### src/core/fppio_regs.svh
// register offsets, field widths and reset values of the parallel port block
// assumes: included by the package and the design modules by bare name
`ifndef FPPIO_REGS_SVH
`define FPPIO_REGS_SVH

// ****************************************************************
// geometry
// ****************************************************************
`define FPPIO_PORT_W 8
`define FPPIO_NBIDIR 3
`define FPPIO_NPINS 32
`define FPPIO_ADDR_W 5
`define FPPIO_DATA_W 32
`define FPPIO_IDX_W 3

// ****************************************************************
// register indices; byte address is four times the index
// ****************************************************************
`define FPPIO_IDX_A_VALUE 3'h0
`define FPPIO_IDX_B_VALUE 3'h1
`define FPPIO_IDX_C_VALUE 3'h2
`define FPPIO_IDX_D_VALUE 3'h3
`define FPPIO_IDX_A_DIR 3'h4
`define FPPIO_IDX_B_DIR 3'h5
`define FPPIO_IDX_C_DIR 3'h6

// ****************************************************************
// field positions inside the bus address
// ****************************************************************
`define FPPIO_IDX_LSB 2
`define FPPIO_IDX_MSB 4
`define FPPIO_ALIGN_MSB 1
`define FPPIO_ALIGNED 2'h0

// ****************************************************************
// reset values
// ****************************************************************
`define FPPIO_DIR_RESET 8'h00
`define FPPIO_RDATA_RESET 32'h00000000
`define FPPIO_SYNC_RESET 32'h00000000
`define FPPIO_ZERO8 8'h00
`define FPPIO_ONES8 8'hFF

`endif

### src/core/fppio_pkg.sv
// types shared by the parallel port block
// assumes: fppio_regs.svh is on the include path
`include "fppio_regs.svh"

package fppio_pkg;

    // ****************************************************************
    // state of the register slave
    // ****************************************************************
    typedef struct packed {
        logic [`FPPIO_NBIDIR-1:0][`FPPIO_PORT_W-1:0] latch;
        logic [`FPPIO_NBIDIR-1:0][`FPPIO_PORT_W-1:0] dir;
        logic ack;
        logic [`FPPIO_DATA_W-1:0] rdata;
    } fppio_state_t;

    // ****************************************************************
    // state of the pin synchroniser
    // ****************************************************************
    typedef struct packed {
        logic [`FPPIO_NPINS-1:0] stage1;
        logic [`FPPIO_NPINS-1:0] stage2;
    } fppio_sync_state_t;

endpackage

### src/core/fppio_top.sv
// parallel i/o block: three bidirectional 8-bit ports and one input-only port
// assumes: avalon-mm master on ref_clk, pins asynchronous, pads resolve oe_n
//
// Summary of operation
// - thirty-two port lines, four ports of eight bits each.
// - ports a, b, c drive when direction bit is one, else input.
// - value registers at 0000-0002, direction registers at 0004-0006.
// - any reset clears direction registers; data latches keep their value.
// - direction registers are readable and writable by software.
// - writing data with direction zero updates latch only, pin stays undriven.
// - reading a bit with direction zero returns the pin level.
// - reading a bit with direction one returns the output latch.
// - port d is eight bits, input only, pins shared with serial units.
// - during reset all peripheral drivers on port d are disabled.
//
// Our own choice: register access over Avalon-MM.
`timescale 1ns/100ps
`include "fppio_regs.svh"

module fppio_top (
    input wire logic ref_clk,
    input wire logic rst,
    // avalon-mm slave
    input wire logic [`FPPIO_ADDR_W-1:0] avs_address,
    input wire logic avs_read,
    input wire logic avs_write,
    input wire logic [`FPPIO_DATA_W-1:0] avs_writedata,
    input wire logic [3:0] avs_byteenable,
    output logic [`FPPIO_DATA_W-1:0] avs_readdata,
    output logic avs_waitrequest,
    // port a
    input wire logic [`FPPIO_PORT_W-1:0] port_a_in,
    output logic [`FPPIO_PORT_W-1:0] port_a_out,
    output logic [`FPPIO_PORT_W-1:0] port_a_oe_n,
    // port b
    input wire logic [`FPPIO_PORT_W-1:0] port_b_in,
    output logic [`FPPIO_PORT_W-1:0] port_b_out,
    output logic [`FPPIO_PORT_W-1:0] port_b_oe_n,
    // port c
    input wire logic [`FPPIO_PORT_W-1:0] port_c_in,
    output logic [`FPPIO_PORT_W-1:0] port_c_out,
    output logic [`FPPIO_PORT_W-1:0] port_c_oe_n,
    // port d, input only as a port; serial units may drive shared pins
    input wire logic [`FPPIO_PORT_W-1:0] port_d_in,
    input wire logic [`FPPIO_PORT_W-1:0] periph_d_out,
    input wire logic [`FPPIO_PORT_W-1:0] periph_d_drive,
    output logic [`FPPIO_PORT_W-1:0] port_d_out,
    output logic [`FPPIO_PORT_W-1:0] port_d_oe_n
);

    // ****************************************************************
    // declarations
    // ****************************************************************
    fppio_pkg::fppio_state_t st;
    fppio_pkg::fppio_state_t next_st;

    logic [`FPPIO_NPINS-1:0] pin_raw;
    logic [`FPPIO_NPINS-1:0] pin_sync;
    logic [`FPPIO_NBIDIR-1:0][`FPPIO_PORT_W-1:0] bidir_pin;
    logic [`FPPIO_NBIDIR-1:0][`FPPIO_PORT_W-1:0] bidir_view;
    logic [`FPPIO_NBIDIR-1:0][`FPPIO_PORT_W-1:0] pin_out;
    logic [`FPPIO_NBIDIR-1:0][`FPPIO_PORT_W-1:0] pin_oe_n;
    logic [`FPPIO_PORT_W-1:0] port_d_pin;
    logic [`FPPIO_IDX_W-1:0] reg_idx;
    logic aligned;
    logic req;
    logic first_cycle;
    logic wr_take;
    logic lane0;

    // ****************************************************************
    // pin sampling: four ports of eight lines
    // ****************************************************************
    // every sampled line passes two flops before the read mux sees it
    assign pin_raw = {port_d_in, port_c_in, port_b_in, port_a_in};

    fppio_sync u_sync (
        .ref_clk(ref_clk),
        .rst(rst),
        .pin_raw(pin_raw),
        .pin_sync(pin_sync)
    );

    assign bidir_pin[0] = pin_sync[7:0];
    assign bidir_pin[1] = pin_sync[15:8];
    assign bidir_pin[2] = pin_sync[23:16];
    assign port_d_pin = pin_sync[31:24];

    // ****************************************************************
    // per-port pin drive and read view
    // ****************************************************************
    genvar gp;
    generate
        for (gp = 0; gp < `FPPIO_NBIDIR; gp = gp + 1) begin : g_port
            // latch always on the pad output; direction gates the driver
            assign pin_out[gp] = st.latch[gp];
            assign pin_oe_n[gp] = ~st.dir[gp];
            // output bits read back the latch, not the pad
            assign bidir_view[gp] = (st.latch[gp] & st.dir[gp])
                | (bidir_pin[gp] & ~st.dir[gp]);
        end
    endgenerate

    assign port_a_out = pin_out[0];
    assign port_b_out = pin_out[1];
    assign port_c_out = pin_out[2];
    assign port_a_oe_n = pin_oe_n[0];
    assign port_b_oe_n = pin_oe_n[1];
    assign port_c_oe_n = pin_oe_n[2];

    // ****************************************************************
    // port d shared drivers
    // ****************************************************************
    // reset overrides the serial units directly, no clock needed
    assign port_d_out = rst ? `FPPIO_ZERO8 : periph_d_out;
    assign port_d_oe_n = rst ? `FPPIO_ONES8 : ~periph_d_drive;

    // ****************************************************************
    // bus decode
    // ****************************************************************
    assign reg_idx = avs_address[`FPPIO_IDX_MSB:`FPPIO_IDX_LSB];
    assign aligned = (avs_address[`FPPIO_ALIGN_MSB:0] == `FPPIO_ALIGNED);
    assign req = avs_read | avs_write;
    // one wait state lets read data come from a flop
    assign first_cycle = req & ~st.ack;
    assign wr_take = avs_write & st.ack & aligned;
    assign lane0 = avs_byteenable[0];

    assign avs_waitrequest = first_cycle;
    assign avs_readdata = st.rdata;

    // ****************************************************************
    // read mux
    // ****************************************************************
    function automatic logic [`FPPIO_PORT_W-1:0] fppio_read_byte(
        input logic [`FPPIO_IDX_W-1:0] idx,
        input logic [`FPPIO_NBIDIR-1:0][`FPPIO_PORT_W-1:0] view,
        input logic [`FPPIO_NBIDIR-1:0][`FPPIO_PORT_W-1:0] dir,
        input logic [`FPPIO_PORT_W-1:0] dpin
    );
        logic [`FPPIO_PORT_W-1:0] res;
        res = `FPPIO_ZERO8;
        unique case (idx)
            `FPPIO_IDX_A_VALUE: res = view[0];
            `FPPIO_IDX_B_VALUE: res = view[1];
            `FPPIO_IDX_C_VALUE: res = view[2];
            `FPPIO_IDX_D_VALUE: res = dpin;
            `FPPIO_IDX_A_DIR: res = dir[0];
            `FPPIO_IDX_B_DIR: res = dir[1];
            `FPPIO_IDX_C_DIR: res = dir[2];
            default: res = `FPPIO_ZERO8;
        endcase
        return res;
    endfunction

    // ****************************************************************
    // next state
    // ****************************************************************
    always_comb begin
        next_st = st;
        // ack rises for exactly one cycle per request
        next_st.ack = first_cycle;
        if (first_cycle & avs_read) begin
            next_st.rdata = {24'h000000, `FPPIO_ZERO8};
            if (aligned) begin
                next_st.rdata = {24'h000000,
                    fppio_read_byte(reg_idx, bidir_view, st.dir, port_d_pin)};
            end
        end
        // writes land on the edge that ends the access
        if (wr_take & lane0) begin
            unique case (reg_idx)
                `FPPIO_IDX_A_VALUE: next_st.latch[0] = avs_writedata[7:0];
                `FPPIO_IDX_B_VALUE: next_st.latch[1] = avs_writedata[7:0];
                `FPPIO_IDX_C_VALUE: next_st.latch[2] = avs_writedata[7:0];
                // glitch-free turn-on is up to software ordering
                `FPPIO_IDX_A_DIR: next_st.dir[0] = avs_writedata[7:0];
                `FPPIO_IDX_B_DIR: next_st.dir[1] = avs_writedata[7:0];
                `FPPIO_IDX_C_DIR: next_st.dir[2] = avs_writedata[7:0];
                default: next_st = next_st;
            endcase
        end
    end

    // ****************************************************************
    // registers
    // ****************************************************************
    // latches get no reset value: they hold across any reset
    always_ff @(posedge ref_clk or posedge rst) begin
        if (rst) begin
            st.dir[0] <= `FPPIO_DIR_RESET;
            st.dir[1] <= `FPPIO_DIR_RESET;
            st.dir[2] <= `FPPIO_DIR_RESET;
            st.ack <= 1'b0;
            st.rdata <= `FPPIO_RDATA_RESET;
        end else begin
            st <= next_st;
        end
    end

endmodule

### src/core/fppio_sync.sv
// two-flop synchroniser for all sampled port pins
// assumes: pins are asynchronous to ref_clk; stage1 is read by stage2 only
`timescale 1ns/100ps
`include "fppio_regs.svh"

module fppio_sync (
    input wire logic ref_clk,
    input wire logic rst,
    input wire logic [`FPPIO_NPINS-1:0] pin_raw,
    output logic [`FPPIO_NPINS-1:0] pin_sync
);

    fppio_pkg::fppio_sync_state_t st;
    fppio_pkg::fppio_sync_state_t next_st;

    // ****************************************************************
    // next state
    // ****************************************************************
    always_comb begin
        next_st = st;
        next_st.stage1 = pin_raw;
        next_st.stage2 = st.stage1;
    end

    // ****************************************************************
    // registers
    // ****************************************************************
    always_ff @(posedge ref_clk or posedge rst) begin
        if (rst) begin
            st.stage1 <= `FPPIO_SYNC_RESET;
            st.stage2 <= `FPPIO_SYNC_RESET;
        end else begin
            st <= next_st;
        end
    end

    assign pin_sync = st.stage2;

endmodule

### config.mk
export PLATFORM = sky130hd
export DESIGN_NAME = fppio_top
export DESIGN_NICKNAME = d
export VERILOG_FILES = /design/src/core/fppio_pkg.sv /design/src/core/fppio_top.sv /design/src/core/fppio_sync.sv
export VERILOG_INCLUDE_DIRS = /design/src /design/src/core
export SDC_FILE = /design/constraint.sdc
export NUM_CORES = 1
export LEC_CHECK = 0
export BUFFER_PORTS_ARGS = -buffer_cell sky130_fd_sc_hd__buf_4
export CAP_MARGIN = 20
export CELL_PAD_IN_SITES_DETAIL_PLACEMENT = 0
export CELL_PAD_IN_SITES_GLOBAL_PLACEMENT = 1
export CORE_ASPECT_RATIO = 0.75
export CORE_MARGIN = 8
export CORE_UTILIZATION = 41
export CTS_CLUSTER_DIAMETER = 40
export DETAILED_ROUTE_END_ITERATION = 10
export PLACE_DENSITY_LB_ADDON = 0.1
export SYNTH_ARGS = -nofsm -noshare
export SYNTH_HDL_FRONTEND = slang
export SYNTH_SLANG_ARGS = --single-unit
### constraint.sdc
create_clock -name ref_clk -period 7.97 [get_ports ref_clk]
set_input_delay 0.3985 -clock ref_clk [delete_from_list [all_inputs] [get_ports ref_clk]]
set_output_delay 0.3985 -clock ref_clk [all_outputs]
set_load 0.02 [all_outputs]
==> results of run 1 <==
## area by class of cell
| cell class | count | area [µm²] |
|---|---|---|
| clock buffers | 17 | 425.4 |
| clock inverters | 15 | 175.2 |
| fillers | 1038 | 5318 |
| inverters | 30 | 115.1 |
| multi-input cells | 182 | 1217 |
| flip-flops and latches | 121 | 3148 |
| well taps | 162 | 202.7 |
| repair buffers | 140 | 1055 |
## cell families (layout without fill, tap and decap cells)
kind of cell,Yosys count,in the layout,synth area share (%)
and+or+nand+nor,71,71,8.582
AOI/OAI and AO/OA,62,62,7.772
buffers and inverters,103,202,13.52
DFF,121,121,63.70
other,1,24,0.07588
muxes,25,25,6.354
## power groups by stage
stage / registers, mW / logic, mW / clock network, mW
6_report: 0.678 / 0.155 / 0.773
5_1_grt: 0.682 / 0.170 / 0.811
4_1_cts: 0.678 / 0.158 / 0.783
3_5_place_dp: 0.689 / 0.157 / 0
3_3_place_gp: 0.688 / 0.156 / 0
2_1_floorplan: 0.683 / 0.103 / 0
## placed cells by master, fill, tap and decap left out, drive strengths merged, types with 2 or more instances in the layout
master	instances
buf	140
dfrtp	97
inv	32
conb	24
edfxtp	24
o21ai	24
mux2	24
nand2	19
clkbuf	17
or3b	17
a21oi	14
nor2	9
nor2b	8
clkinv	6
nand2b	4
a211oi	4
a2111oi	4
clkinvlp	4
a31oi	3
bufinv	3
nand4	2
or2	2
o211ai	2
o32ai	2
a311oi	2
o221ai	2
nor4	2
o311ai	2
## metrics by stage
| stage | cells | area [µm²] |
|---|---|---|
| finish | 667 | 6339 |
| detailed placement | 634 | 5727 |
| floorplan | 406 | 5029 |
| global placement | 634 | 5727 |
| global route | 667 | 6339 |
| CTS | 666 | 6327 |
## sequential cells by signal, indices dropped and copies added (netlist names)
signal / flops
avs_readdata: 8
port_a_out: 8
port_b_out: 8
port_c_out: 8
st: 25
u_sync.next_st: 32
u_sync.pin_sync: 32
## worst max-delay path, cell delays in order, from the launching register on
cell,delay [ps]
dfrtp_1,370
and2_1,170
nand4_1,160
nor2_1,830
## worst min path at each step
stage	cells after the start	startpoint	endpoint	slack, ps
6_report	2	rst	avs_readdata[2]	80
5_1_grt	1	port_b_in[6]	u_sync.next_st[14]	70
4_1_cts	1	port_c_in[1]	u_sync.next_st[17]	80
3_5_place_dp	0	u_sync.next_st[12]	u_sync.pin_sync[12]	330
3_3_place_gp	0	u_sync.next_st[24]	u_sync.pin_sync[24]	330
2_1_floorplan	0	u_sync.next_st[0]	u_sync.pin_sync[0]	330
## routing by layer
metal  track usage, %  vias up
li1                 -     1452
met5                0        -
met3            6.067       12
met2            23.80      153
met1            21.15     1544
met4            6.568        0
==> summary.md, run 1 <==
The flow ran to the end, and the final reports show no timing, DRC or antenna violations. The run gives 0 ps as the final setup TNS. The run gives 0 as the hold buffer count at CTS. The class of the tightest hold or removal check is in2async.

Ranked by instance count, the synthesized netlist is headed by 97 x dfrtp_1, 56 x buf_4, 29 x inv_1. The floorplan step defined a die boundary enclosing 0.01586 mm². The H-tree was split into 4 levels. The width of the die is 142.8 µm, and the number of post-CTS setup repair buffers is 0. The number of antenna diodes in the final layout is 0. The DRC violation count after routing is 0.

The detail route stage leaves a number of antenna-violating nets equal to 0. The most critical setup path has its endpoint at port_b_out[2]. TritonCTS built the clock tree.

OpenSTA, run right after detailed placement, puts the worst setup slack at 5555 ps. The row count was 34. Cells fill 54.38% of the core in the end. The number of global-route vias before repair came out at 3419. The run gives 0 as the number of antenna violations at the first check in global routing. The final clock period utilization by the worst path works out to 24.01%. The post-cts resize count is 0. Yosys attributes the largest share of cell area to dfrtp_1 49%, edfxtp_1 15%, buf_4 8.5%. Sequential cells burn 42.2% of the power. The endpoint identified for the worst register-to-register timing path is port_b_out[2]. The count of distinct cell types in the synthesized netlist was 45; the sum of net half-perimeters after detailed placement was 8.562 mm. The area share of the leading cell type in the synthesized netlist is 49.11%. The layout overhead on the synthesized area was 28.25%; the synthesis warning total was 0. Per report_power, the combinational group accounts for 9.7% of the total.

The number of sinks on the clock net was 121; the detailed router's first-iteration violation count was 150. Routed length on met1: 5.630 mm. The most used flip-flop cell after synthesis is dfrtp_1. Dividing total power by cell area gives a power density of 253.4 mW/mm².

The startpoint class of the critical path is a register. Counting the buffers created by CTS gives 17. The top cell type by total area after synthesis was dfrtp_1.

The number of storage elements in the synthesis netlist came out at 121. The logs give 4 for the number of detailed-route iterations in the first pass and 8000 ps for the critical path required time. The fraction of final layout cells sized beyond drive strength 1 was 41.98%; the final layout net count was 585. For the final weighted congestion of routability-driven global placement, the log shows 0.8417. For this design the static power due to leakage is 2.872 nW. IR analysis of the VDD net gives a maximum drop of 0.0001497 V. The tightest hold margin was 83.85 ps. Data arrival at the endpoint of the critical path: 1950 ps.

Summing the sequential cell areas from Yosys gives 63.70% of the chip area. The number of standard cells after synthesis is 383, and the total power of the final layout is 1.606 mW. Of all nets on the critical path, the largest fanout is 8.

The routed design has 12.48 mm of wire. Based on the critical path, the design can be clocked at up to 0.5226 GHz. The region available for standard cell placement spans 0.01166 mm². The tools report the endpoint class of the critical path as a register. The critical path is of the reg2reg type. Tracing the worst setup path back leads to its startpoint at st[32].

The average instance area after synthesis is 12.90 µm². The routed via count divided by cell count works out to 4.739. The first global-routing pass estimated 19.23 mm of wire.

For the pin with the worst max-slew slack, the measured transition is 1025 ps. The worst path meets setup with 6057 ps of slack. Among all cell types in the netlist, the one instantiated most often is dfrtp_1. The worst pin sits at a relative slew slack of 31.39%. The worst path in the final design needs a cycle of 1913 ps, including I/O delays and setup.

The die height works out to 111.1 µm. Global routing used 16.23% of the available tracks. The clock reaches the later pin of the worst-skew pair after 420 ps. Signal routing reaches up to met4. Measured in cells, the most critical reg-to-reg path has a length of 3.

The total count of max-transition violations in the final report came out at 0. Summing over every cut layer, the via total after detailed routing is 3161. The run gives 6060 ps as the setup slack on the worst flop-to-flop path.

The share of power burned in the clock network was 48.1%; the met2 wire length was 5.464 mm. CTS placed an instance of clkbuf_16 at the clock tree root. The I/O pin total is 190. The total global routing overflow came out at 0. After synthesis, the share of flip-flops with an asynchronous set or reset is 80.17%.

The tools report the largest buffer count on any clock path as 2. Of the total power, the share spent switching nets is 24.05%. For the wire length on met3, the log shows 1.260 mm.

Buffers placed on the I/O ports in this run total 138. Summing every instance area after synthesis gives 0.004942 mm². Dividing the detail-routed wire length by the instance count gives 18.72 µm. The number of synthesized flops with an enable pin is 24, and the initial cell density of the core is 42.40%.

For the final database, setup skew stands at 8.077 ps. Setup repair after global routing left no endpoint under its margin. Setup violations remaining at the end of the flow were counted as 0. For the internal power, the log shows 1.220 mW. Number of hold violations in the final report: 0.

The worst register-to-register path begins at st[32]. Clock-pin slew was measured on the worst setup and hold paths at 60 ps. The logs give 0.3863 mW for the net switching component of the power and 63 for the maximum number of pins on one net before global-route repair. The run gives 0 as the number of max-cap violations.
Note: power is estimated with default switching activity, not from simulation.
==> run 2, diff against run 1 <==
- CORE_UTILIZATION: 41 -> 38
- clock period: 7.97 -> 1.8 ns (I/O delays scaled with it)
==> run 2 against run 1 <==
Against the previous run: combinational power grew to 5.1 times the previous value; via count increased by 5.4%; sequential share of layout area is 3.9 points lower; first-iteration DRC count down 1.3%.
==> summary.md, run 2 (same netlist as run 1, synthesis figures left out) <==
The run gives 36 (was 34) as the row count. The die height is 114.8 µm (was 111.1 µm), and the normalized max-slew margin is 65.56% (was 31.39%). Number of antenna violations at the first check in global routing: 0 (unchanged). The data arrival at the endpoint of the critical path was 1630 ps (was 1950 ps). The reg-to-reg startpoint is st[32] (unchanged).

The tools report the total global routing overflow as 0 (unchanged). The final weighted congestion of routability-driven global placement is 0.7654 (was 0.8417), and the peak per-stage delay on the critical path is 570 ps (was 830 ps). The number of post-CTS setup repair buffers was 0 (unchanged); the leakage power total was 3.124 nW (was 2.872 nW).

The total count of max-transition violations in the final report came out at 0 (unchanged). The count of inserted antenna diode cells is 0 (unchanged), and the CTS H-tree depth is 4 (unchanged). The final layout net count was 643 (was 585).

Root buffer cell: clkbuf_16 (unchanged). The tools report the number of sinks on the clock net as 121 (unchanged). The total via count after detailed routing was 3332 (was 3161); the maximum vdd ir drop was 0.0006070 V (was 0.0001497 V). TritonCTS built the clock tree. The fraction of final layout cells sized beyond drive strength 1 was 40.50% (was 41.98%); the pin slew with the least headroom to its limit was 514.7 ps (was 1025 ps). Sum of net half-perimeters after detailed placement: 9.021 mm (was 8.562 mm).

The clock-pin slew of the registers on the worst-case setup and hold paths works out to 60 ps (about the same). The tools report the destination of the worst register-to-register timing path as st[37] (was port_b_out[2]). The number of inserted filler cells in the final layout is 1127 (was 1038).

The die area came out at 0.01695 mm² (was 0.01586 mm²). The initial cell density of the core was 38.50% (was 42.40%); the count of antenna-violating nets left after detailed routing was 0 (unchanged). For the routed wire length, the log shows 12.89 mm (was 12.48 mm). The area of the placeable core was 0.01284 mm² (was 0.01166 mm²); the achievable clock frequency was 0.5825 GHz. The critical path required time was 1710 ps (was 8000 ps). The most common library cell in the layout ignoring fill and taps was buf_4 (unchanged). The layout overhead on the synthesized area works out to 39.14% (was 28.25%). The maximum number of pins on one net before global-route repair is 43 (was 63). The power per unit of standard cell area was 1011 mW/mm² (was 253.4 mW/mm²).

The library cell contributing the largest single delay on the critical path is dlygate4sd3_1 (was nor2_1). The run gives 3636 (was 3419) as the number of global-route vias before repair. Class of the tightest hold or removal check: in2reg (was in2async). The count of non-filler cells in the finished layout is 734 (was 667). The number of max-cap violations came out at 0 (unchanged). The tools report the number of instances in the placed design as 659 (was 634). Setup repair after global routing left no endpoint under its margin. The I/O pin total came out at 190 (unchanged).

The width of the die was 147.7 µm (was 142.8 µm). The run gives 71.54 ps (was 5555 ps) as the pre-CTS worst setup slack. The tools report the wire length of the first global-routing pass as 19.84 mm (was 19.23 mm).

The logs give 15.45% (was 16.23%) for the total track usage and 17 (unchanged) for the number of CTS-inserted buffers. The worst reg-to-reg path cell count works out to 5 (was 3). Startpoint class of the critical path: an input pin (was a register). The run gives 410 ps (was 420 ps) as the clock insertion delay at the later pin of the skew report.

The category of the critical setup timing path is in2out (was reg2reg). The tools report the final setup TNS as 0 ps (unchanged). Number of cells on the worst hold path: 5. Clock tree skew after final layout: 8.868 ps (was 8.077 ps). The setup slack on the worst flop-to-flop path is 130 ps (was 6060 ps), and the routed via count divided by cell count is 4.540 (was 4.739). The critical hold path startpoint is avs_address[0]. The final clock period utilization by the worst path was 95.38%; the detailed router's first-iteration violation count was 148 (was 150). The number of hold violations in the final report was 0 (unchanged).

Cell Chain, Critical Path: dlygate4sd3_1 -> buf_4 -> nor2_1 -> dlygate4sd3_1 -> nor2_2 -> buf_4 (was and2_1 -> nand4_1 -> nor2_1). The logs give 4 (unchanged) for the number of detailed-route iterations in the first pass and 83.17 ps (was 6057 ps) for the final critical-path setup slack. The time the final worst path needs with I/O delays and setup was 1717 ps. Number of buffer cells added on primary ports: 138 (unchanged).

For the core utilization of the finished layout, the log shows 53.57% (was 54.38%). The endpoint class of the critical path is a primary output (was a register). Leading cell types in the layout, fill and taps excluded: 153 x buf_4, 97 x dfrtp_1, 43 x dlygate4sd3_1, 29 x inv_1 (was 139 x buf_4, 97 x dfrtp_1, 29 x inv_1, 24 x conb_1, 24 x edfxtp_1). The tightest hold margin is 226.0 ps (was 83.85 ps). The flow ran to the end, and the final reports show no timing, DRC or antenna violations. The run gives 0 (unchanged) as the setup-violating endpoint count in the final report. The maximum net fanout on the critical path was 3 (was 8); the DRC violation count after routing was 0 (unchanged). The average wire per cell in the routed design came out at 17.56 µm (was 18.72 µm). The path with the worst hold slack has its endpoint at avs_readdata[1]. The largest buffer count on any clock path is 2 (unchanged).
## run 2: stage by stage
stage | cell area, µm² | total power, mW
after detailed placement | 5886 | 3.771
final | 6877 | 6.954
after global placement | 5886 | 3.763
after global routing | 6877 | 7.233
after CTS | 6874 | 7.031
after floorplan | 5034 | 3.479
## run 2: layer usage
layer	GRT usage (%)	share of wire (%)	up-vias
met5	0	0	-
met3	6.174	9.7	18
met2	23.26	44	137
met1	19.64	45	1618
met4	6.165	1.5	0
li1	-	-	1559
## run 2: cell type report
class,count,area (µm²),area share (%)
flip-flops and latches,121,3148,45.78
repair buffers,198,1619,23.54
multi-input cells,182,1220,17.74
clock buffers,20,456.7,6.641
well taps,171,214.0,3.111
inverters,30,117.6,1.710
clock inverters,12,101.3,1.474
## run 2: power by group
| part | internal (mW) | leakage (nW) | switching [mW] |
|---|---|---|---|
| Sequential | 2.93 | 1.41 | 0.0742 |
| Combinational | 0.378 | 1.44 | 0.410 |
| Clock | 1.96 | 0.275 | 1.20 |
## run 2: worst max-delay path: cells and delay by family
family                 cells  cell delay (ps)
buffers and inverters      4             1420
AND/OR/NAND/NOR            2              120
## run 2: worst max path at each step
| stage | from | to | slack (ps) | cells after the start |
|---|---|---|---|---|
| after floorplan | avs_address[4] | port_a_out[0] | 80 | 6 |
| after global placement | st[32] | st[53] | 140 | 4 |
| after detailed placement | st[32] | st[49] | 70 | 4 |
| after CTS | avs_read | avs_waitrequest | 60 | 6 |
| after global routing | st[32] | st[47] | 40 | 4 |
| final | avs_read | avs_waitrequest | 80 | 6 |
## run 2: what timing repair did
| item | 4_1_cts | 5_1_grt |
|---|---|---|
| setup endpoints to repair | 0 | 2 |
| hold buffers | 43 | 0 |
| gates resized for setup | 0 | 2 |
| hold endpoints to repair | 102 | 0 |
==> run 3, diff against run 2 <==
- CORE_UTILIZATION: 38 -> 41
- clock period: 1.8 -> 2.2 ns (I/O delays scaled with it)
==> run 3 against run 2 <==
Against the previous run: cell count shrank 2.5%; first-iteration DRC count rose by 30%; largest power group unchanged; routed wire length fell by 2.7%; global-route usage grew 0.99 points; power decreased by 16%; critical path depth down 2; worst hold slack got worse by 200 ps; flip-flop and latch count unchanged; cell area is 0.73% lower.
==> summary.md, run 3 (same netlist as run 1, synthesis figures left out) <==
The width of the die came out at 142.8 µm (was 147.7 µm). The run gives 3371 (was 3332) as the total via count after detailed routing. The class of the tightest hold or removal check was in2reg (unchanged).

The run gives 716 (was 734) as the count of non-filler cells in the finished layout. The largest buffer count on any clock path came out at 2 (unchanged). The tools report the leakage power total as 3.099 nW (was 3.124 nW). Clock-pin slew of the registers on the worst-case setup and hold paths: 50 ps (was 60 ps). Leading cell types in the layout, fill and taps excluded: 147 x buf_4, 97 x dfrtp_1, 42 x dlygate4sd3_1, 29 x inv_1 (was 153 x buf_4, 97 x dfrtp_1, 43 x dlygate4sd3_1, 29 x inv_1). The pre-CTS worst setup slack is 384.4 ps (was 71.54 ps), and the net switching component of the power is 1.322 mW (was 1.688 mW). TritonCTS built the clock tree. The sum of net half-perimeters after detailed placement was 8.811 mm (was 9.021 mm); the final critical-path setup slack was 365.3 ps (was 83.17 ps). Setup-violating endpoint count in the final report: 0 (unchanged). The run gives 0.7742 (was 0.7654) as the final weighted congestion of routability-driven global placement.

The fraction of final layout cells sized beyond drive strength 1 works out to 38.99% (was 40.50%). The total global routing overflow was 0 (unchanged). Most common library cell in the layout ignoring fill and taps: buf_4 (unchanged). The logs give 4.554 mW (was 5.266 mW) for the internal power and 34 (was 36) for the row count. The CTS H-tree depth was 4 (unchanged); the normalized max-slew margin was 54.94% (was 65.56%). Setup repair after global routing left no endpoint under its margin. The endpoint class of the critical path is a register (was a primary output). The number of hold violations in the final report came out at 0 (unchanged). Static timing analysis puts the maximum clock frequency at 0.5450 GHz.

The detailed router's first-iteration violation count is 193 (was 148), and the pin slew with the least headroom to its limit is 675.8 ps (was 514.7 ps). The DRC violation count after routing is 0 (unchanged), and the clock tree skew after final layout is 11.25 ps (was 8.868 ps). The logs give 10.7% (was 11.3%) for the portion of total power attributed to combinational logic and 635 (was 643) for the final layout net count. The routed wire length is 12.55 mm (was 12.89 mm). The final clock period utilization by the worst path works out to 83.40%. The tools report the root buffer cell as clkbuf_16 (unchanged). The switching share of power works out to 22.49% (was 24.27%). Startpoint class of the critical path: a register (was an input pin). The layout overhead on the synthesized area was 38.13% (was 39.14%). The power per unit of standard cell area was 860.7 mW/mm² (was 1011 mW/mm²); the data arrival at the endpoint of the critical path was 2120 ps (was 1630 ps). For the total track usage, the log shows 16.44% (was 15.45%).

The logs give 0.01586 mm² (was 0.01695 mm²) for the die area and 17 (unchanged) for the number of CTS-inserted buffers. The I/O pin total was 190 (unchanged); the average wire per cell in the routed design was 17.52 µm (was 17.56 µm). The maximum net fanout on the critical path was 8 (was 3).

The die height is 111.1 µm (was 114.8 µm), and the total power of the final layout is 5.876 mW (was 6.954 mW). For the area of the placeable core, the log shows 0.01166 mm² (was 0.01284 mm²). The run gives 0 (unchanged) as the number of max-cap violations.

The logs give 64 (was 43) for the maximum number of pins on one net before global-route repair and 2490 ps (was 1710 ps) for the critical path required time. The tools report the share of power burned in the clock network as 47.5% (was 45.5%). The logs give 0 (unchanged) for the number of post-CTS setup repair buffers and 0 (unchanged) for the number of antenna violations at the first check in global routing.

The maximum vdd ir drop is 0.0005320 V (was 0.0006070 V), and the number of sinks on the clock net is 121 (unchanged). The routed via count divided by cell count is 4.708 (was 4.540). The power share of the sequential group was 41.8% (was 43.2%).

The category of the critical setup timing path was reg2reg (was in2out). The number of global-route vias before repair was 3666 (was 3636). The tools report the number of detailed-route iterations in the first pass as 4 (unchanged). The run gives 0 ps (unchanged) as the final setup TNS. The time the final worst path needs with I/O delays and setup was 1835 ps; the wire length of the first global-routing pass was 19.78 mm (was 19.84 mm). The run finished with clean final reports.

The number of instances in the placed design came out at 643 (was 659). Count of antenna-violating nets left after detailed routing: 0 (unchanged). The logs give 0 (unchanged) for the total count of max-transition violations in the final report and 410 ps (about the same) for the clock insertion delay at the later pin of the skew report. The initial cell density of the core was 42.40% (was 38.50%); the count of inserted antenna diode cells was 0 (unchanged). Number of buffer cells added on primary ports: 138 (unchanged).
-- run 3: cell types whose count changed in the layout (fill, tap and decap cells not counted), moves of 2 or more --
cell       previous run  this run
buf_4               153       147
clkinv_2              6         3
clkinv_4              4         1
bufinv_16             1         3
clkbuf_1              1         3
-- run 3: per-stage QoR --
step	hold slack [ps]	instance area, µm²	util (%)
finish	22.96	6827	58.57
global route	59.42	6827	58.57
CTS	3.533	6827	58.57
detailed placement	189.1	5809	49.84
global placement	187.2	5809	49.84
floorplan	141.4	5034	-
-- run 3: path summary, 6_finish.rpt --
check	startpoint	end	slack, ps	cells after the start
max	st[32]	st[33]	370	4
min	avs_write	st[32]	20	3
max reg2reg	st[32]	st[33]	370	4
min reg2reg	u_sync.next_st[3]	u_sync.pin_sync[3]	340	0
max in group asynchronous	rst	u_sync.next_st[1]	1240	4
min in group asynchronous	rst	u_sync.pin_sync[18]	310	3
-- run 3: power groups by stage --
stage | clock network [mW] | registers, mW | logic (mW)
floorplan | 0 | 2.47 | 0.372
global placement | 0 | 2.49 | 0.570
detailed placement | 0 | 2.50 | 0.576
CTS | 2.83 | 2.46 | 0.638
global route | 2.95 | 2.47 | 0.687
finish | 2.79 | 2.46 | 0.629
-- run 3: repair_timing --
| action | CTS | global route |
|---|---|---|
| endpoints found under the hold margin | 115 | 0 |
| hold buffers | 42 | 0 |
| resized for setup | 0 | 0 |
-- run 3: layout make-up --
| cell class | count | area [µm²] |
|---|---|---|
| flip-flops and latches | 121 | 3148 |
| repair buffers | 190 | 1544 |
| clock inverters | 8 | 118.9 |
| multi-input cells | 182 | 1217 |
| clock buffers | 23 | 478.0 |
| inverters | 30 | 117.6 |
| well taps | 162 | 202.7 |
| fillers | 984 | 4830 |
-- run 3: worst max-delay path: stages (launching register included) --
cell	delay [ps]
dfrtp_1	370
and2_1	160
nand4_1	130
or3_1	650
mux2_4	400
-- run 3: per-layer routing --
| layer | track usage (%) | wire length (µm) | up-vias |
|---|---|---|---|
| met3 | 7.057 | 1007 | 9 |
| met4 | 4.873 | 113 | 0 |
| met5 | 0 | 0 | - |
| li1 | - | - | 1542 |
| met1 | 20.99 | 5752 | 1687 |
| met2 | 24.75 | 5672 | 133 |
